[config.mk]
export PLATFORM = sky130hd
export DESIGN_NAME = tmr2_control
export DESIGN_NICKNAME = d
export VERILOG_FILES = /design/src/tmr2_control.v
export VERILOG_INCLUDE_DIRS = /design/src
export SDC_FILE = /design/constraint.sdc
export NUM_CORES = 1
export LEC_CHECK = 0
export BUFFER_PORTS_ARGS = -buffer_cell sky130_fd_sc_hd__buf_2
export CAP_MARGIN = 20
export CORE_MARGIN = 2
export CORE_UTILIZATION = 38
export CTS_CLUSTER_DIAMETER = 40
export DETAILED_ROUTE_END_ITERATION = 12
export PLACE_DENSITY = 0.67
export SLEW_MARGIN = 20
export SYNTH_ARGS = -nofsm -noshare
export SYNTH_HDL_FRONTEND = slang
export SYNTH_SLANG_ARGS = --single-unit
[constraint.sdc]
create_clock -name i_sys_clk -period 1.67 [get_ports i_sys_clk]
set_input_delay 0.0835 -clock i_sys_clk [delete_from_list [all_inputs] [get_ports i_sys_clk]]
set_output_delay 0.0835 -clock i_sys_clk [all_outputs]
set_load 0.01 [all_outputs]
[src/tmr2_defs.vh]
// Register offsets, field positions, reset values and timing counts for the timer
`ifndef TMR2_DEFS_VH
`define TMR2_DEFS_VH
`define TMR2_ADDR_CONTROL     8'hc8
`define TMR2_ADDR_RELOAD_LOW  8'hca
`define TMR2_RST_CONTROL      8'h00
`define TMR2_RST_RELOAD_LOW   8'h00
`define TMR2_BIT_HIGH_FLAG    7
`define TMR2_BIT_LOW_FLAG     6
`define TMR2_BIT_LOW_IRQ_EN   5
`define TMR2_BIT_CAPTURE_EN   4
`define TMR2_BIT_SPLIT        3
`define TMR2_BIT_RUN          2
`define TMR2_SEL_MSB          1
`define TMR2_SEL_LSB          0
`define TMR2_CORE_CLOCK_DIV       4'd12
`define TMR2_RTC_DIV          3'd7
`define TMR2_SEL_RTC_CLOCK    2'h3
`endif

[src/tmr2_control.v]
// Timer control, reload-low register and 16/8-bit auto-reload counting
`timescale 1ns/1ps
`include "tmr2_defs.vh"

module tmr2_control (
  input  wire       i_sys_clk,
  input  wire       i_rst,
  input  wire [7:0] i_sfr_addr,
  input  wire [7:0] i_sfr_wdata,
  input  wire       i_sfr_wr,
  output reg  [7:0] o_sfr_rdata,
  input  wire       i_timer_irq_enable,
  input  wire       i_high_byte_core_clock_select,
  input  wire       i_low_byte_core_clock_select,
  input  wire [7:0] i_reload_high_byte,
  input  wire       i_rtc_clk,
  input  wire       i_comparator0,
  output reg  [7:0] o_count_low_byte,
  output reg  [7:0] o_count_high_byte,
  output reg        o_capture_load,
  output reg  [7:0] o_capture_high_byte,
  output wire       o_timer_irq
);

  reg  [7:0] control_reg;
  reg  [7:0] reload_low_reg;
  reg  [7:0] reload_low_next;
  reg  [7:0] low_count_next;
  reg  [7:0] high_count_next;
  reg  [7:0] control_next;

  wire high_flag = control_reg[`TMR2_BIT_HIGH_FLAG];
  wire low_flag  = control_reg[`TMR2_BIT_LOW_FLAG];
  wire low_irqen = control_reg[`TMR2_BIT_LOW_IRQ_EN];
  wire capture   = control_reg[`TMR2_BIT_CAPTURE_EN];
  wire split     = control_reg[`TMR2_BIT_SPLIT];
  wire run       = control_reg[`TMR2_BIT_RUN];
  wire [1:0] sel = control_reg[`TMR2_SEL_MSB:`TMR2_SEL_LSB];

  wire wr_ctrl   = i_sfr_wr && (i_sfr_addr == `TMR2_ADDR_CONTROL);
  wire wr_rll    = i_sfr_wr && (i_sfr_addr == `TMR2_ADDR_RELOAD_LOW);

  wire rtc_rise;
  wire cmp_rise;
  wire div12_tick;
  wire rtc8_tick;
  wire low_tick;
  wire high_tick;

  // Slow sources are synchronised before any counting logic sees them
  tmr2_sync #(
    .STAGES(3)
  ) i_rtc_sync (
    .i_sys_clk(i_sys_clk),
    .i_rst    (i_rst),
    .i_async  (i_rtc_clk),
    .o_rise   (rtc_rise)
  );

  tmr2_sync #(
    .STAGES(3)
  ) i_cmp_sync (
    .i_sys_clk(i_sys_clk),
    .i_rst    (i_rst),
    .i_async  (i_comparator0),
    .o_rise   (cmp_rise)
  );

  // Alternate count sources
  tmr2_prescale #(
    .WIDTH(4),
    .LAST (`TMR2_CORE_CLOCK_DIV - 4'd1)
  ) i_div12 (
    .i_sys_clk(i_sys_clk),
    .i_rst    (i_rst),
    .i_step   (1'b1),
    .o_tick   (div12_tick)
  );

  tmr2_prescale #(
    .WIDTH(3),
    .LAST (`TMR2_RTC_DIV)
  ) i_rtc_div (
    .i_sys_clk(i_sys_clk),
    .i_rst    (i_rst),
    .i_step   (rtc_rise),
    .o_tick   (rtc8_tick)
  );

  wire alt_tick  = (sel == `TMR2_SEL_RTC_CLOCK) ? rtc8_tick : div12_tick;
  wire cap_trig  = sel[1] ? cmp_rise : rtc8_tick;

  // Each byte picks the core clock or the alternate tick
  tmr2_clock_pick i_low_pick (
    .i_core_clock_select(i_low_byte_core_clock_select),
    .i_alt_tick     (alt_tick),
    .o_tick         (low_tick)
  );

  tmr2_clock_pick i_high_pick (
    .i_core_clock_select(i_high_byte_core_clock_select),
    .i_alt_tick     (alt_tick),
    .o_tick         (high_tick)
  );

  wire cap_event = capture && cap_trig;

  // Counting conditions per mode
  wire low_en    = split ? low_tick : (run && low_tick);
  wire high_en   = split ? (run && high_tick) : (low_en && o_count_low_byte == 8'hff);
  wire low_wrap  = low_en && (o_count_low_byte == 8'hff);
  wire high_wrap = high_en && (o_count_high_byte == 8'hff);
  wire full_reload = !split && high_wrap && !capture;
  wire [7:0] low_count_plus  = o_count_low_byte + 8'd1;
  wire [7:0] high_count_plus = o_count_high_byte + 8'd1;

  // Flag set requests from the counter and the capture path
  wire set_high_flag = high_wrap || cap_event;
  wire set_low_flag  = low_wrap;

  // Next count for both bytes; a full 16-bit wrap with capture off reloads both at once
  always @* begin
    low_count_next  = o_count_low_byte;
    high_count_next = o_count_high_byte;
    if (full_reload) begin
      low_count_next  = reload_low_reg;
      high_count_next = i_reload_high_byte;
    end else begin
      if (low_en) begin
        if (split && low_wrap)
          low_count_next = reload_low_reg;
        else
          low_count_next = low_count_plus;
      end

      if (high_en) begin
        if (split && high_wrap)
          high_count_next = i_reload_high_byte;
        else
          high_count_next = high_count_plus;
      end
    end
  end

  // A capture overrides a software write to the low reload byte
  always @* begin
    reload_low_next = reload_low_reg;
    if (cap_event)
      reload_low_next = o_count_low_byte;
    else if (wr_rll)
      reload_low_next = i_sfr_wdata;
  end

  // Hardware sets win over a software clear in the same cycle
  always @* begin
    control_next = control_reg;
    if (wr_ctrl) begin
      control_next = i_sfr_wdata;
    end
    if (set_high_flag) begin
      control_next[`TMR2_BIT_HIGH_FLAG] = 1'b1;
    end
    if (set_low_flag) begin
      control_next[`TMR2_BIT_LOW_FLAG] = 1'b1;
    end
  end

  // Registers, counters and capture outputs
  always @(posedge i_sys_clk or posedge i_rst) begin
    if (i_rst) begin
      control_reg         <= `TMR2_RST_CONTROL;
      reload_low_reg      <= `TMR2_RST_RELOAD_LOW;
      o_count_low_byte    <= 8'h00;
      o_count_high_byte   <= 8'h00;
      o_capture_load      <= 1'b0;
      o_capture_high_byte <= 8'h00;
    end else begin
      control_reg    <= control_next;
      o_capture_load <= cap_event;
      reload_low_reg <= reload_low_next;
      if (cap_event) begin
        o_capture_high_byte <= o_count_high_byte;
      end
      o_count_low_byte  <= low_count_next;
      o_count_high_byte <= high_count_next;
    end
  end

  always @* begin
    o_sfr_rdata = 8'h00;
    case (i_sfr_addr)
      `TMR2_ADDR_CONTROL: begin
        o_sfr_rdata = control_reg;
      end
      `TMR2_ADDR_RELOAD_LOW: begin
        o_sfr_rdata = reload_low_reg;
      end
      default: begin
        o_sfr_rdata = 8'h00;
      end
    endcase
  end

  // High flag always requests; low flag only with its own enable
  wire irq_from_high = high_flag;
  wire irq_from_low  = low_irqen && low_flag;
  assign o_timer_irq = i_timer_irq_enable && (irq_from_high || irq_from_low);

endmodule // tmr2_control

// Two flip-flop synchroniser with an edge stage behind it
module tmr2_sync #(
  parameter STAGES = 3
) (
  input  wire i_sys_clk,
  input  wire i_rst,
  input  wire i_async,
  output wire o_rise
);

  reg  [STAGES-1:0] sync_reg;
  wire [STAGES-1:0] sync_next;

  // Only the second stage onward is read by logic
  assign sync_next = {sync_reg[STAGES-2:0], i_async};
  assign o_rise    = sync_reg[STAGES-2] & ~sync_reg[STAGES-1];

  always @(posedge i_sys_clk or posedge i_rst) begin
    if (i_rst) begin
      sync_reg <= {STAGES{1'b0}};
    end else begin
      sync_reg <= sync_next;
    end
  end

endmodule // tmr2_sync

// Divider that ticks once every LAST plus one steps
module tmr2_prescale #(
  parameter             WIDTH = 4,
  parameter [WIDTH-1:0] LAST  = `TMR2_CORE_CLOCK_DIV - 4'd1
) (
  input  wire i_sys_clk,
  input  wire i_rst,
  input  wire i_step,
  output wire o_tick
);

  reg  [WIDTH-1:0] count_reg;
  reg  [WIDTH-1:0] count_next;

  assign o_tick = i_step && (count_reg == LAST);

  // Terminal count restarts the divider
  always @* begin
    count_next = count_reg;
    if (o_tick) begin
      count_next = {WIDTH{1'b0}};
    end else if (i_step) begin
      count_next = count_reg + {{(WIDTH-1){1'b0}}, 1'b1};
    end
  end

  always @(posedge i_sys_clk or posedge i_rst) begin
    if (i_rst) begin
      count_reg <= {WIDTH{1'b0}};
    end else begin
      count_reg <= count_next;
    end
  end

endmodule // tmr2_prescale

// Per-byte choice between the full core clock and the alternate tick
module tmr2_clock_pick (
  input  wire i_core_clock_select,
  input  wire i_alt_tick,
  output wire o_tick
);

  assign o_tick = i_core_clock_select ? 1'b1 : i_alt_tick;

endmodule // tmr2_clock_pick

== Word-level counts from Yosys, hierarchy flattened ==
Cells that the tools add are included.

* Output and inout bits: 34
* Logic and storage cells: 72
* Register bits after elaboration: 54
* Input port bits: 32

* Bitwise logic cells: 4
* Eq/ne operators: 7
* Reduce and logical (&&, ||, !) cells: 24
* Add/sub/neg operators: 4
* Multiplexer cells: 21

{| class="wikitable"
|+ Operators with widths
! kind !! number
|-
| 2-to-1 mux 8 bit || 9
|-
| equality test 8 bit, second input constant || 4
|-
| adder 8 x 1 -> 8 bit, second input constant || 2
|-
| case mux 8 bit (2 select lines) || 1
|-
| logical AND 1 bit || 14
|-
| nonzero test 2 bit || 6
|-
| 2-to-1 mux 1 bit || 8
|-
| 2-to-1 mux 3 bit || 2
|-
| adder 4 x 1 -> 4 bit, second input constant || 1
|-
| equality test 4 bit, second input constant || 1
|-
| 2-to-1 mux 4 bit || 1
|-
| adder 3 x 1 -> 3 bit, second input constant || 1
|-
| equality test 3 bit, second input constant || 1
|-
| bitwise AND 1 bit || 2
|-
| equality test 2 bit, second input constant || 1
|-
| zero test 1 bit || 2
|-
| logical OR 1 bit || 2
|-
| NOT 1 bit || 2
|}

== Logic depth before layout (Yosys ltp) ==
Gate-level depths: netlist (run 1).

* Depth after elaboration: 14
* Gate-level depth with buffers: 8

== By module ==
Synthesis (run 1) repeated with hierarchy kept, for this count alone.

* Cells, all modules: 272
* Area, all modules: 2,865.2 um2

{| class="wikitable"
|+ By module, submodules not included
! module !! cells each !! times used !! area an instance (um2) !! sequential area each (um2)
|-
| tmr2_control || 226 || 1 || 2,297.2 || 1,026.0
|-
| tmr2_prescale (i_div12) || 21 || 1 || 216.5 || 100.1
|-
| tmr2_sync || 5 || 2 || 92.6 || 75.1
|-
| tmr2_prescale (i_rtc_div) || 13 || 1 || 153.9 || 75.1
|-
| tmr2_clock_pick || 1 || 2 || 6.3 || 0.0
|}

== Worst setup path before layout (run 1) ==
OpenSTA, ideal clock, no wires.

* Path type: flip-flop to flip-flop
* From: register i_rtc_div.count_reg[0]
* To: register reload_low_reg[0]
* Data arrival time: 1.727 ns
* Slack: -0.183 ns
* Clock period less this slack: 1.853 ns
* Cell stages (with the launch flop): 8
* Path buffers: 1
* Path through: dfrtp_1 ha_1 ha_1 nor4bb_1 o21ai_2 buf_4 mux2i_1 a21oi_1

* Cells in the longest elaborated chain, start to end: 5

{| class="wikitable"
|+ Ends and longest elaborated chain
! element !! line !! source
|-
| start, declared || tmr2_control.v:249 || <nowiki>reg [WIDTH-1:0] count_reg;</nowiki>
|-
| start signal, assigned || tmr2_control.v:266 || <nowiki>count_reg <= {WIDTH{1'b0}};</nowiki>
|-
| start signal, assigned || tmr2_control.v:268 || <nowiki>count_reg <= count_next;</nowiki>
|-
| equality test 3 bit (*) || tmr2_control.v:252 || <nowiki>assign o_tick = i_step && (count_reg == LAST);</nowiki>
|-
| logical AND 1 bit (*) || tmr2_control.v:252 ||
|-
| 2-to-1 mux 1 bit (*) || tmr2_control.v:91 || <nowiki>wire cap_trig = sel[1] ? cmp_rise : rtc8_tick;</nowiki>
|-
| logical AND 1 bit (*) || tmr2_control.v:106 || <nowiki>wire cap_event = capture && cap_trig;</nowiki>
|-
| 2-to-1 mux 8 bit or nonzero test 2 bit (tied branches) || - ||
|-
| end signal, assigned || tmr2_control.v:172 || <nowiki>reload_low_reg <= `TMR2_RST_RELOAD_LOW;</nowiki>
|-
| end signal, assigned || tmr2_control.v:180 || <nowiki>reload_low_reg <= reload_low_next;</nowiki>
|-
| end, declared || tmr2_control.v:26 || <nowiki>reg [7:0] reload_low_reg;</nowiki>
|}

Mark *: on every way between the ends. The rest lies on a longest branch, timed or not.
A chain may end at the register's enable or synchronous reset.

== Worst setup path after layout (run 1) ==
* From: register i_rtc_div.count_reg[0]
* To: register o_count_high_byte[0]

* Cells in the longest elaborated chain, start to end: 13

{| class="wikitable"
|+ Ends and longest elaborated chain
! element !! line !! source
|-
| equality test 3 bit (*) || tmr2_control.v:252 ||
|-
| logical AND 1 bit (*) || tmr2_control.v:252 ||
|-
| 2-to-1 mux 1 bit (*) || tmr2_control.v:90 || <nowiki>wire alt_tick = (sel == `TMR2_SEL_RTC_CLOCK) ? rtc8_tick : div12_tick;</nowiki>
|-
| 2-to-1 mux 1 bit || tmr2_control.v:281 || <nowiki>assign o_tick = i_core_clock_select ? 1'b1 : i_alt_tick;</nowiki>
|-
| logical AND 1 bit || tmr2_control.v:109 || <nowiki>wire low_en = split ? low_tick : (run && low_tick);</nowiki>
|-
| 2-to-1 mux 1 bit || tmr2_control.v:109 ||
|-
| logical AND 1 bit || tmr2_control.v:110 || <nowiki>wire high_en = split ? (run && high_tick) : (low_en && o_count_low_byte == 8'hff);</nowiki>
|-
| 2-to-1 mux 1 bit (*) || tmr2_control.v:110 ||
|-
| logical AND 1 bit || tmr2_control.v:112 || <nowiki>wire high_wrap = high_en && (o_count_high_byte == 8'hff);</nowiki>
|-
| logical AND 1 bit || tmr2_control.v:137 || <nowiki>if (split && high_wrap)</nowiki>
|-
| 2-to-1 mux 8 bit || tmr2_control.v:137 ||
|-
| 2-to-1 mux 8 bit || tmr2_control.v:136 || <nowiki>if (high_en) begin</nowiki>
|-
| 2-to-1 mux 8 bit || tmr2_control.v:125 || <nowiki>if (full_reload) begin</nowiki>
|-
| end signal, assigned || tmr2_control.v:185 || <nowiki>o_count_high_byte <= high_count_next;</nowiki>
|-
| end, declared || tmr2_control.v:19 || <nowiki>output reg [7:0] o_count_high_byte,</nowiki>
|}

Mark *: on every way between the ends. The rest lies on a longest branch, timed or not. The select of a mux whose other input is x is not followed.

==> results of run 1 <==
## cells by family (layout without fill, tap and decap cells)
logic type               after synthesis  after routing  share of synthesized area
AND/OR/NAND/NOR                       83             83                      0.159
buffers and inverters                 21            144                     0.0353
flip-flops                            54             54                      0.496
adder cells (fa/ha/maj)                5              5                     0.0229
AO/OA/AOI/OAI                         60             61                      0.146
multiplexers                          34             34                      0.138
XOR/XNOR                               1              1                    0.00321
## where the power goes
| part | total [W] | internal, W | switching [W] |
|---|---|---|---|
| clock | 0.000875 | 0.000448 | 0.000427 |
| combinational | 0.000612 | 0.000319 | 0.000293 |
| sequential | 0.00151 | 0.00142 | 0.0000883 |
## repair_timing
item / CTS / global route
endpoints found under the hold margin: 19 / 0
hold buffers: 3 / 0
pin swaps: 10 / 17
resized for setup: 29 / 36
setup endpoints to repair: 29 / 35
setup buffers: 4 / 6
gates cloned: 0 / 1
## worst max-delay path: cells and delay by family (launching register included)
family | cells | cell delay, ps
fa+ha+maj | 2 | 320
compound gates | 4 | 680
simple gates | 1 | 120
flops | 1 | 360
buf+inv | 2 | 350
## layer usage
layer / global-route usage / vias to the layer above / part of all wire
met4: 0.0317 / 0 / 0.0050
met1: 0.248 / 1166 / 0.47
li1: - / 1170 / -
met5: 0 / - / 0
met3: 0.0438 / 6 / 0.059
met2: 0.276 / 67 / 0.47
## cell type report
| type | instances | area [um^2] |
|---|---|---|
| Clock buffer | 6 | 72.6 |
| Clock inverter | 2 | 37.5 |
| Fill cell | 588 | 2860 |
| Inverter | 13 | 48.8 |
| Multi-Input combinational cell | 184 | 1510 |
| Sequential cell | 54 | 1350 |
| Tap cell | 96 | 120 |
| Timing Repair Buffer | 123 | 867 |
## per-stage QoR
stage	instance area, um^2	setup TNS [ps]	util
floorplan	2800	-204	-
global placement	3560	-2160	0.518
global route	4010	-8030	0.584
CTS	3820	-4250	0.557
finish	4010	-4700	0.584
detailed placement	3560	-3580	0.518
## layout by cell type, fill, tap and decap left out, types with 2 or more instances in the layout
| master | n |
|---|---|
| sky130_fd_sc_hd__buf_2 | 65 |
| sky130_fd_sc_hd__dfrtp_1 | 54 |
| sky130_fd_sc_hd__buf_4 | 40 |
| sky130_fd_sc_hd__nor2_1 | 25 |
| sky130_fd_sc_hd__mux2i_1 | 22 |
| sky130_fd_sc_hd__a21oi_1 | 18 |
| sky130_fd_sc_hd__nand2_1 | 14 |
| sky130_fd_sc_hd__inv_1 | 12 |
| sky130_fd_sc_hd__o21ai_2 | 9 |
| sky130_fd_sc_hd__mux2_4 | 9 |
| sky130_fd_sc_hd__buf_6 | 9 |
| sky130_fd_sc_hd__nand3_1 | 7 |
| sky130_fd_sc_hd__o21ai_1 | 7 |
| sky130_fd_sc_hd__clkbuf_8 | 5 |
| sky130_fd_sc_hd__and3_1 | 4 |
| sky130_fd_sc_hd__buf_12 | 4 |
| sky130_fd_sc_hd__and3b_1 | 3 |
| sky130_fd_sc_hd__nor3_2 | 3 |
| sky130_fd_sc_hd__a22oi_1 | 3 |
| sky130_fd_sc_hd__nand2b_1 | 3 |
| sky130_fd_sc_hd__o21ai_0 | 3 |
| sky130_fd_sc_hd__nand2_2 | 3 |
| sky130_fd_sc_hd__nor2b_1 | 3 |
| sky130_fd_sc_hd__nor3_1 | 3 |
| sky130_fd_sc_hd__ha_2 | 3 |
| sky130_fd_sc_hd__dlygate4sd3_1 | 3 |
| sky130_fd_sc_hd__nand3b_1 | 2 |
| sky130_fd_sc_hd__nand4_1 | 2 |
| sky130_fd_sc_hd__a221oi_4 | 2 |
| sky130_fd_sc_hd__a31oi_1 | 2 |
| sky130_fd_sc_hd__o21ai_4 | 2 |
| sky130_fd_sc_hd__or3_1 | 2 |
| sky130_fd_sc_hd__mux2_2 | 2 |
| sky130_fd_sc_hd__o31ai_2 | 2 |
| sky130_fd_sc_hd__buf_8 | 2 |
## synthesized netlist by cell type, types with 2 or more instances
| master | instances |
|---|---|
| sky130_fd_sc_hd__or3_1 | 2 |
| sky130_fd_sc_hd__and3b_1 | 3 |
| sky130_fd_sc_hd__dfrtp_1 | 54 |
| sky130_fd_sc_hd__nand2b_1 | 3 |
| sky130_fd_sc_hd__nor2_1 | 26 |
| sky130_fd_sc_hd__nor2b_1 | 4 |
| sky130_fd_sc_hd__nand2_1 | 18 |
| sky130_fd_sc_hd__ha_1 | 5 |
| sky130_fd_sc_hd__nor3_1 | 5 |
| sky130_fd_sc_hd__nand4_1 | 2 |
| sky130_fd_sc_hd__mux2_2 | 5 |
| sky130_fd_sc_hd__a31oi_1 | 3 |
| sky130_fd_sc_hd__a22oi_1 | 4 |
| sky130_fd_sc_hd__mux2i_1 | 23 |
| sky130_fd_sc_hd__and2_1 | 2 |
| sky130_fd_sc_hd__a21oi_1 | 19 |
| sky130_fd_sc_hd__nand3_1 | 7 |
| sky130_fd_sc_hd__buf_2 | 5 |
| sky130_fd_sc_hd__mux2_4 | 6 |
| sky130_fd_sc_hd__and3_1 | 4 |
| sky130_fd_sc_hd__o2bb2ai_1 | 2 |
| sky130_fd_sc_hd__nand3b_1 | 2 |
| sky130_fd_sc_hd__inv_1 | 13 |
| sky130_fd_sc_hd__o21ai_1 | 2 |
| sky130_fd_sc_hd__o21ai_0 | 18 |
## how the worst min path moves through the flow
| stage | start | end | cells past startpoint |
|---|---|---|---|
| final | i_sfr_wdata[4] | control_reg[4] | 2 |
| after global routing | i_sfr_wdata[4] | control_reg[4] | 2 |
| after CTS | i_sfr_wdata[4] | control_reg[4] | 2 |
| after detailed placement | i_rst | o_capture_high_byte[0] | 2 |
| after global placement | i_rst | i_rtc_sync.sync_reg[0] | 2 |
| after floorplan | i_comparator0 | i_cmp_sync.sync_reg[0] | 0 |
==> impl_table.tex, run 1 <==
\begin{tabular}{lr}
\hline
Metric & Value \\
\hline
\multicolumn{2}{l}{\textbf{Worst setup path}} \\
Maximum fanout along the worst path & 7 \\
Delay contributed by the slowest stage of the critical path & 360 ps \\
Standard cell with the maximum stage delay on the critical path & sky130\_fd\_sc\_hd\_\_dfrtp\_1 \\
Startpoint type of the worst setup path & flop \\
Ordered cell list for the critical path & ha\_2, ha\_4, nand3b\_1, buf\_6, a22oi\_2, a41oi\_4, buf\_6, o21ai\_2, o31ai\_2 \\
Reg-to-reg setup timing slack & -290 ps \\
Critical path class & flop to flop \\
Crit Reg-Reg Endpoint & o\_count\_high\_byte[0] \\
CP dominant cell by count & sky130\_fd\_sc\_hd\_\_buf\_6 \\
CP Data Required Time & 1860 ps \\
Depth of the worst register-to-register path & 9 \\
Timing startpoint of the critical path & i\_rtc\_div.count\_reg[0] \\
R2R Path Start & i\_rtc\_div.count\_reg[0] \\
Critical Path Sink Type & flop \\
Data arrival at the endpoint of the critical path & 2140 ps \\
Timing endpoint of the critical path & o\_count\_high\_byte[0] \\
\multicolumn{2}{l}{\textbf{Global routing}} \\
GRT Overall Usage & 0.175 \\
Pin count of the biggest net entering global routing & 38 \\
GR Overflow Total & 0 \\
Global-route wire length before repair & 10.8 mm \\
Antenna violations before repair & 0 \\
Vias in the first global route & 2,304 \\
\multicolumn{2}{l}{\textbf{Logic synthesis}} \\
Mapped Cells & 258 \\
Ys Warns & 0 \\
Synthesized netlist net count & 295 \\
Top cells by area, synth & sky130\_fd\_sc\_hd\_\_dfrtp\_1 50\%, sky130\_fd\_sc\_hd\_\_mux2i\_1 8.4\%, sky130\_fd\_sc\_hd\_\_nor2\_1 3.6\%, sky130\_fd\_sc\_hd\_\_a21oi\_1 3.5\%, sky130\_fd\_sc\_hd\_\_o21ai\_0 3.3\% \\
Number of synthesized register bits & 54 \\
Part of the Yosys area used for sequential elements & 0.496 \\
Count of flip-flops with a built-in enable after synthesis & 0 \\
Leading register cell type out of synthesis & sky130\_fd\_sc\_hd\_\_dfrtp\_1 \\
Mapped Area & 2730 um\^{}2 \\
Average footprint of a synthesized cell & 10.6 um\^{}2 \\
Synth top area share & 0.496 \\
Number of distinct library cells after synthesis & 46 \\
Share of synthesized registers carrying an async set or reset & 1.00 \\
Cell type contributing the most total cell area after synthesis & sky130\_fd\_sc\_hd\_\_dfrtp\_1 \\
\multicolumn{2}{l}{\textbf{Placed design}} \\
Port buffer count & 65 \\
Placement-stage worst setup slack & -215 ps \\
Half-perimeter wire length after detailed placement & 4.96 mm \\
Global placement routability congestion & 0.874 \\
Number of placed instances, taps included & 458 \\
\multicolumn{2}{l}{\textbf{Power and ir drop}} \\
Maximum vdd ir drop & 0.000411 V \\
Power density over the cells & 747 nW/um\^{}2 \\
Total leakage power & 1.97 nW \\
Total power of the final layout & 0.00299 W \\
\multicolumn{2}{l}{\textbf{Clocking}} \\
Number of clock buffers inserted by TritonCTS & 5 \\
Clock Path Buffers & 2 \\
Clock Tree Root & sky130\_fd\_sc\_hd\_\_clkbuf\_8 \\
CTS tree & done \\
Insertion delay to the later sink of the worst-skew pair & 310 ps \\
Clock slew seen by the registers of the worst setup and hold paths & 100 ps \\
Number of clock sinks seen by CTS & 54 \\
H-Tree Level Count & 2 \\
\multicolumn{2}{l}{\textbf{Timing}} \\
Post-layout minimum cycle time & 1960 ps \\
Final number of hold-violating endpoints & 0 \\
Unrepaired setup endpoints after global routing & yes \\
Max\_slew headroom & 0.496 \\
Setup-failing EPs final & 27 \\
Least-Margin Pin Slew & 752 ps \\
Final Max Slew Viols & 0 \\
Min setup slack post-route & -288 ps \\
Top achievable clock speed & 511 MHz \\
Final hold slack & 17.7 ps \\
Post-Route Skew & 5.76 ps \\
Final period utilization & 1.17 \\
\multicolumn{2}{l}{\textbf{Drt}} \\
DRT Pass-1 Iters & 4 \\
Routed WL & 6.97 mm \\
Routed vias & 2,409 \\
DRC marker count from the first detailed-route iteration & 137 \\
Post-detailed-route count of antenna-violating nets & 0 \\
DRC & 0 \\
Routed len/inst & 14.6 um \\
Number of vias per cell & 5.04 \\
\multicolumn{2}{l}{\textbf{Floorplanning}} \\
Core Box Area & 6870 um\^{}2 \\
Horizontal die dimension & 88.7 um \\
Die H & 88.7 um \\
Standard-cell row count & 30 \\
Initial cell density of the core & 0.397 \\
IO Count & 66 \\
DIE AREA & 7870 um\^{}2 \\
\multicolumn{2}{l}{\textbf{Finish}} \\
Fin nets & 418 \\
Antenna diodes & 0 \\
Proportion of layout cells with a drive suffix above 1 & 0.476 \\
Count of placed standard cells in the final layout, fillers left out & 478 \\
Area Growth Syn to Fin & 47.1\% \\
\multicolumn{2}{l}{\textbf{Run status}} \\
Run status & complete, but fails checks \\
Violated checks & negative setup slack \\
\multicolumn{2}{l}{\textbf{Job}} \\
Total of max-cap violations & 0 \\
\multicolumn{2}{l}{\textbf{Hold path}} \\
Path category of the worst min-delay check & input pin to flop \\
\hline
\end{tabular}
(Power assumes the default switching activity.)
==> run 2, diff against run 1 <==
- PLACE_DENSITY: 0.67 -> default
- PLACE_DENSITY_LB_ADDON: default -> 0.3
==> run 2 against run 1 <==
  * Core utilization decreased by 1.0 points
  * Clock skew is 8.1 ps higher
  * Die area unchanged
  * Critical path type unchanged
  * Cell area fell by 1.7%
  * Sequential power is essentially flat
  * Highest routed layer unchanged
  * Non-clock buffer count down 4
  * Setup slack better by 130 ps
  * Fmax grew 6.9%
  * Critical endpoint is now o_count_high_byte[4]
  * The flow still finishes with violations (negative setup slack)
==> impl_table.tex, run 2 (synthesized netlist as in run 1, its figures left out) <==
\begin{tabular}{lr}
\hline
Metric & Value \\
\hline
\multicolumn{2}{l}{\textbf{Drt}} \\
Post-detailed-route count of antenna-violating nets & 0 (unchanged) \\
DRC & 0 (unchanged) \\
Number of vias per cell & 5.01 (-0.49\%) \\
DRC marker count from the first detailed-route iteration & 107 (-22\%) \\
Routed WL & 7.19 mm (+3.2\%) \\
DRT Pass-1 Iters & 4 (unchanged) \\
Routed len/inst & 15.2 um (+4.6\%) \\
Routed vias & 2,367 (-1.7\%) \\
\multicolumn{2}{l}{\textbf{Finish}} \\
Antenna diodes & 0 (unchanged) \\
Footprint of the flip-flops and latches & 1350 um\^{}2 (unchanged) \\
Area Growth Syn to Fin & 44.6\% \\
Count of placed standard cells in the final layout, fillers left out & 472 (-1.3\%) \\
Area of the multi-input gates & 1500 um\^{}2 (-0.74\%) \\
Most common cell after layout, fill and taps aside & sky130\_fd\_sc\_hd\_\_buf\_2 \\
Fillers & 605 (+2.9\%) \\
Proportion of layout cells with a drive suffix above 1 & 0.468 (-0.00835) \\
Commonest cells after routing, fill and taps aside & 65 x sky130\_fd\_sc\_hd\_\_buf\_2, 54 x sky130\_fd\_sc\_hd\_\_dfrtp\_1, 36 x sky130\_fd\_sc\_hd\_\_buf\_4 \\
Fin nets & 414 (-0.96\%) \\
\multicolumn{2}{l}{\textbf{Run status}} \\
Run status & complete, but fails checks \\
Violated checks & negative setup slack \\
\multicolumn{2}{l}{\textbf{Timing}} \\
Unrepaired setup endpoints after global routing & yes \\
Final hold slack & 15.2 ps (-2.45 ps) \\
Final sum of negative setup slack & -2010 ps (+2690 ps) \\
Final period utilization & 1.10 (-0.0754) \\
Final number of hold-violating endpoints & 0 (unchanged) \\
Post-layout minimum cycle time & 1830 ps (-126 ps) \\
Min setup slack post-route & -162 ps (+126 ps) \\
Least-Margin Pin Slew & 464 ps (-288 ps) \\
Post-Route Skew & 13.8 ps (+8.08 ps) \\
Final Max Slew Viols & 0 (unchanged) \\
Max\_slew headroom & 0.691 (+0.195) \\
Setup-failing EPs final & 23 (-15\%) \\
Top achievable clock speed & 546 MHz (+6.9\%) \\
\multicolumn{2}{l}{\textbf{Job}} \\
Total of max-cap violations & 0 (unchanged) \\
\multicolumn{2}{l}{\textbf{Global routing}} \\
Pin count of the biggest net entering global routing & 55 (+45\%) \\
Global routing usage on met3 & 0.0392 (-0.00466) \\
Most heavily used metal layer in global routing & met2 \\
Vias in the first global route & 2,458 (+6.7\%) \\
GRT Overall Usage & 0.193 (+0.0177) \\
GR Overflow Total & 0 (unchanged) \\
Met1 Resource Use GR & 0.270 (+0.0216) \\
M2 GR Usage & 0.309 (+0.0332) \\
Global-route wire length before repair & 11.8 mm (+8.9\%) \\
Antenna violations before repair & 0 (unchanged) \\
\multicolumn{2}{l}{\textbf{Clocking}} \\
Clock Tree Root & sky130\_fd\_sc\_hd\_\_clkbuf\_8 \\
Clock slew seen by the registers of the worst setup and hold paths & 100 ps (about the same) \\
CTS tree & done \\
Number of clock buffers inserted by TritonCTS & 5 (unchanged) \\
Clock Path Buffers & 2 (unchanged) \\
Number of clock sinks seen by CTS & 54 (unchanged) \\
H-Tree Level Count & 2 (unchanged) \\
Insertion delay to the later sink of the worst-skew pair & 310 ps (about the same) \\
\multicolumn{2}{l}{\textbf{Floorplanning}} \\
Horizontal die dimension & 88.7 um (unchanged) \\
Standard-cell row count & 30 (unchanged) \\
IO Count & 66 (unchanged) \\
Initial cell density of the core & 0.397 (unchanged) \\
Core Box Area & 6870 um\^{}2 (unchanged) \\
DIE AREA & 7870 um\^{}2 (unchanged) \\
Die H & 88.7 um (unchanged) \\
\multicolumn{2}{l}{\textbf{Worst setup path}} \\
Critical Path Sink Type & flop \\
CP Data Required Time & 1910 ps (+50 ps) \\
Data arrival at the endpoint of the critical path & 2070 ps (-70 ps) \\
Startpoint type of the worst setup path & flop \\
Critical path class & flop to flop \\
Maximum fanout along the worst path & 5 (-2) \\
\multicolumn{2}{l}{\textbf{Placed design}} \\
Global placement routability congestion & 0.855 (-2.2\%) \\
Number of placed instances, taps included & 455 (-0.66\%) \\
Half-perimeter wire length after detailed placement & 5.04 mm (+1.8\%) \\
Port buffer count & 65 (unchanged) \\
\multicolumn{2}{l}{\textbf{Hold path}} \\
Path category of the worst min-delay check & input pin to flop \\
\multicolumn{2}{l}{\textbf{Power and ir drop}} \\
Total leakage power & 1.98 nW (+0.48\%) \\
Maximum vdd ir drop & 0.000407 V (-0.88\%) \\
Power density over the cells & 727 nW/um\^{}2 (-2.6\%) \\
\hline
\end{tabular}
[run 2: layout make-up]
type,instances,share of cell area
timing repair buffer,119,0.212
sequential,54,0.343
inverter,13,0.0124
multi-input combinational,184,0.381
clock buffer,6,0.0209
tap,96,0.0305
[run 2: final timing paths]
check	startpoint	endpoint	slack (ps)	cells past startpoint
setup / recovery	i_rtc_div.count_reg[1]	o_count_high_byte[4]	-160	8
hold / removal	i_sfr_wdata[2]	control_reg[2]	20	2
setup reg to reg	i_rtc_div.count_reg[1]	o_count_high_byte[4]	-160	8
hold reg to reg	i_cmp_sync.sync_reg[0]	i_cmp_sync.sync_reg[1]	350	0
max in group asynchronous	i_rst	o_count_low_byte[7]	1060	4
min in group asynchronous	i_rst	control_reg[3]	360	4
[run 2: report_power, final]
group,switching [W],total [W],leakage (nW),internal [W]
clock,0.000415,0.000736,0.0431,0.000321
combinational,0.000295,0.000615,1.24,0.000320
sequential,0.0000956,0.00151,0.695,0.00142
total,0.000806,0.00287,1.98,0.00206
[run 2: timing repair]
| action | CTS | global route |
|---|---|---|
| hold buffers | 3 | 0 |
| resized for setup | 34 | 33 |
| buffers inserted | 4 | 4 |
| gates cloned | 2 | 0 |
| pin swaps | 14 | 18 |
| hold endpoints to repair | 56 | 0 |
| endpoints found under the setup margin | 32 | 34 |
[run 2: worst max-delay path, stage by stage, from the launching register on]
cell and delay [ps]:
sky130_fd_sc_hd__dfrtp_1 360, sky130_fd_sc_hd__ha_2 200, sky130_fd_sc_hd__ha_4 130, sky130_fd_sc_hd__nand3b_1 140
sky130_fd_sc_hd__a221oi_2 360, sky130_fd_sc_hd__a41oi_4 90, sky130_fd_sc_hd__buf_6 180, sky130_fd_sc_hd__nor2_2 110
sky130_fd_sc_hd__mux2i_1 180
[run 2: metrics by stage]
| stage | setup slack [ps] | util | power [W] | area, um^2 |
|---|---|---|---|---|
| 4_1_cts | -172 | 0.551 | 0.00284 | 3780 |
| 2_1_floorplan | -51.7 | - | 0.00181 | 2800 |
| 3_5_place_dp | -189 | 0.515 | 0.00208 | 3530 |
| 5_1_grt | -329 | 0.574 | 0.00304 | 3940 |
| 3_3_place_gp | -119 | 0.515 | 0.00206 | 3530 |
| 6_report | -162 | 0.574 | 0.00287 | 3940 |
[run 2: routing by layer]
layer / vias to the layer above / share of wire
li1: 1164 / -
met1: 1127 / 0.46
met2: 70 / 0.49
met3: 6 / 0.048
met4: 0 / 0.0081
met5: - / 0
==> run 3, diff against run 2 <==
- BUFFER_PORTS_ARGS: -buffer_cell sky130_fd_sc_hd__buf_2 -> -buffer_cell sky130_fd_sc_hd__buf_4
==> run 3 against run 2 <==
  * The flow still finishes with violations (negative setup slack)
  * Final cell count increased by 4.4%
  * Non-clock buffer count increased by 18
  * Via count increased by 5.1%
  * Critical endpoint is now o_count_low_byte[2]
  * Largest power group unchanged
==> impl_table.tex, run 3 (synthesized netlist as in run 1, its figures left out) <==
\begin{tabular}{lr}
\hline
Metric & Value \\
\hline
\multicolumn{2}{l}{\textbf{Worst setup path}} \\
Logic depth of the worst path, buffers included & 7 (-1) \\
Depth of the worst register-to-register path & 7 (-1) \\
Ordered cell list for the critical path & ha\_2, nand3b\_1, buf\_4, a221oi\_4, and2\_4, a21boi\_4, a21oi\_2 \\
Critical Path Sink Type & flop \\
Standard cell with the maximum stage delay on the critical path & sky130\_fd\_sc\_hd\_\_dfrtp\_1 \\
Kind of cell with the highest combined delay on the critical path & compound AO/OA/AOI/OAI gates \\
Data arrival at the endpoint of the critical path & 2030 ps (-40 ps) \\
Crit Reg-Reg Endpoint & o\_count\_low\_byte[2] \\
Timing endpoint of the critical path & o\_count\_low\_byte[2] \\
Startpoint type of the worst setup path & flop \\
Buffers plus inverters on the worst setup path & 1 (unchanged) \\
R2R Path Start & i\_div12.count\_reg[0] \\
CP Data Required Time & 1880 ps (-30 ps) \\
Critical path class & flop to flop \\
Timing startpoint of the critical path & i\_div12.count\_reg[0] \\
Maximum fanout along the worst path & 4 (-1) \\
Reg-to-reg setup timing slack & -160 ps (about the same) \\
Delay contributed by the slowest stage of the critical path & 370 ps (about the same) \\
\multicolumn{2}{l}{\textbf{Timing}} \\
Post-layout minimum cycle time & 1830 ps (-5.22 ps) \\
Min setup slack post-route & -156 ps (+5.22 ps) \\
Top achievable clock speed & 548 MHz (+0.29\%) \\
Final period utilization & 1.09 (-0.00313) \\
Least-Margin Pin Slew & 574 ps (+110 ps) \\
Final sum of negative setup slack & -2300 ps (-298 ps) \\
Final Max Slew Viols & 0 (unchanged) \\
Max\_slew headroom & 0.617 (-0.0734) \\
Final number of hold-violating endpoints & 0 (unchanged) \\
Setup-failing EPs final & 28 (+22\%) \\
Unrepaired setup endpoints after global routing & yes \\
Post-Route Skew & 8.86 ps (-4.98 ps) \\
Final hold slack & 6.30 ps (-8.94 ps) \\
\multicolumn{2}{l}{\textbf{Drt}} \\
DRC marker count from the first detailed-route iteration & 111 (+3.7\%) \\
DRT Pass-1 Iters & 4 (unchanged) \\
Routed WL & 7.66 mm (+6.5\%) \\
Post-detailed-route count of antenna-violating nets & 0 (unchanged) \\
Number of vias per cell & 5.04 (+0.59\%) \\
DRC & 0 (unchanged) \\
Routed vias & 2,487 (+5.1\%) \\
Routed len/inst & 15.5 um (+1.9\%) \\
\multicolumn{2}{l}{\textbf{Hold path}} \\
Worst Hold Depth & 2 (unchanged) \\
Path category of the worst min-delay check & input pin to flop \\
\multicolumn{2}{l}{\textbf{Clocking}} \\
Clock Tree Root & sky130\_fd\_sc\_hd\_\_clkbuf\_8 \\
Number of clock buffers inserted by TritonCTS & 5 (unchanged) \\
Clock Path Buffers & 2 (unchanged) \\
Clock slew seen by the registers of the worst setup and hold paths & 100 ps (about the same) \\
Insertion delay to the later sink of the worst-skew pair & 320 ps (about the same) \\
Number of clock sinks seen by CTS & 54 (unchanged) \\
H-Tree Level Count & 2 (unchanged) \\
CTS tree & done \\
\multicolumn{2}{l}{\textbf{Power and ir drop}} \\
Total leakage power & 2.07 nW (+4.6\%) \\
Power density over the cells & 682 nW/um\^{}2 (-6.2\%) \\
Power dissipated by switching net loads & 0.000814 W (+1.0\%) \\
Combinational power share & 0.219 (+0.004) \\
Share of total power in the clock network & 0.261 (+0.004) \\
Maximum vdd ir drop & 0.000558 V (+37\%) \\
Switching share of total power & 0.279 (-0.00231) \\
Int Power & 0.00210 W (+2.2\%) \\
Reg power frac & 0.520 (-0.009) \\
\multicolumn{2}{l}{\textbf{Finish}} \\
Area of the multi-input gates & 1550 um\^{}2 (+3.2\%) \\
Antenna diodes & 0 (unchanged) \\
Fin nets & 433 (+4.6\%) \\
Footprint of the flip-flops and latches & 1350 um\^{}2 (unchanged) \\
Final standard cell utilization of the core & 0.623 (+0.0494) \\
Area Growth Syn to Fin & 57.0\% \\
Proportion of layout cells with a drive suffix above 1 & 0.506 (+0.0382) \\
Most common cell after layout, fill and taps aside & sky130\_fd\_sc\_hd\_\_buf\_4 \\
Fillers & 604 (-0.17\%) \\
Commonest cells after routing, fill and taps aside & 115 x sky130\_fd\_sc\_hd\_\_buf\_4, 54 x sky130\_fd\_sc\_hd\_\_dfrtp\_1, 24 x sky130\_fd\_sc\_hd\_\_nor2\_1 \\
\multicolumn{2}{l}{\textbf{Global routing}} \\
Vias in the first global route & 2,384 (-3.0\%) \\
GR Overflow Total & 0 (unchanged) \\
Antenna violations before repair & 0 (unchanged) \\
GRT Overall Usage & 0.193 (about the same) \\
Global-route wire length before repair & 11.6 mm (-1.6\%) \\
Pin count of the biggest net entering global routing & 55 (unchanged) \\
\multicolumn{2}{l}{\textbf{Placed design}} \\
Port buffer count & 65 (unchanged) \\
Global placement routability congestion & 0.821 (-4.0\%) \\
Placement-stage worst setup slack & -195 ps (-6.37 ps) \\
Half-perimeter wire length after detailed placement & 4.96 mm (-1.7\%) \\
\multicolumn{2}{l}{\textbf{Floorplanning}} \\
Initial cell density of the core & 0.397 (unchanged) \\
Horizontal die dimension & 88.7 um (unchanged) \\
IO Count & 66 (unchanged) \\
Core Box Area & 6870 um\^{}2 (unchanged) \\
DIE AREA & 7870 um\^{}2 (unchanged) \\
Die H & 88.7 um (unchanged) \\
Standard-cell row count & 30 (unchanged) \\
\multicolumn{2}{l}{\textbf{Run status}} \\
Run status & complete, but fails checks \\
Violated checks & negative setup slack \\
\multicolumn{2}{l}{\textbf{Job}} \\
Total of max-cap violations & 0 (unchanged) \\
\hline
\end{tabular}
run 3: cell type report:
| class | instances | share of cell area |
|---|---|---|
| inverter | 13 | 0.0114 |
| sequential | 54 | 0.316 |
| timing repair buffer | 137 | 0.262 |
| multi-input combinational | 185 | 0.362 |
| clock buffer | 7 | 0.0202 |
| clock inverter | 1 | 0.00117 |
| tap | 96 | 0.0281 |
run 3: metal layers:
layer  vias up  routed length (um)  share of wire  GRT usage
li1       1198                   -              -          -
met1      1214                3350           0.44      0.254
met2        66                3820           0.50      0.324
met3         9                 404          0.053     0.0410
met4         0                  83          0.011     0.0510
met5         -                   0              0          0
run 3: worst reg2reg max path, stage by stage, from the launching register on:
cell	delay (ps)
sky130_fd_sc_hd__dfrtp_1	370
sky130_fd_sc_hd__ha_2	200
sky130_fd_sc_hd__nand3b_1	140
sky130_fd_sc_hd__buf_4	180
sky130_fd_sc_hd__a221oi_4	370
sky130_fd_sc_hd__and2_4	230
sky130_fd_sc_hd__a21boi_4	170
sky130_fd_sc_hd__a21oi_2	60
run 3: repair_timing:
action / in CTS / in global routing
setup endpoints to repair: 34 / 34
pin swaps: 20 / 19
hold buffers: 6 / 0
setup buffers: 8 / 11
gates resized for setup: 39 / 35
endpoints found under the hold margin: 59 / 0
gates cloned: 3 / 2
run 3: how the worst min path moves through the flow:
stage	startpoint	endpoint	slack (ps)
floorplan	i_comparator0	i_cmp_sync.sync_reg[0]	110
global placement	i_rst	i_div12.count_reg[0]	160
detailed placement	i_rst	i_div12.count_reg[1]	170
CTS	i_sfr_wdata[0]	control_reg[0]	0.3
global route	i_sfr_wdata[3]	control_reg[3]	1
finish	i_sfr_wdata[1]	control_reg[1]	6
run 3: power groups by stage:
stage | Sequential, W | Clock [W] | Combinational (W)
6_report | 0.00152 | 0.000762 | 0.000639
5_1_grt | 0.00154 | 0.000829 | 0.000712
4_1_cts | 0.00151 | 0.000781 | 0.000610
3_5_place_dp | 0.00154 | 0 | 0.000584
3_3_place_gp | 0.00153 | 0 | 0.000562
2_1_floorplan | 0.00155 | 0 | 0.000259
run 3: stage by stage:
stage / std cells / power [W] / area (um^2)
after floorplan: 258 / 0.00181 / 2800
after global placement: 457 / 0.00209 / 3700
after detailed placement: 457 / 0.00212 / 3700
after CTS: 480 / 0.00290 / 4040
after global routing: 493 / 0.00308 / 4280
final: 493 / 0.00292 / 4280
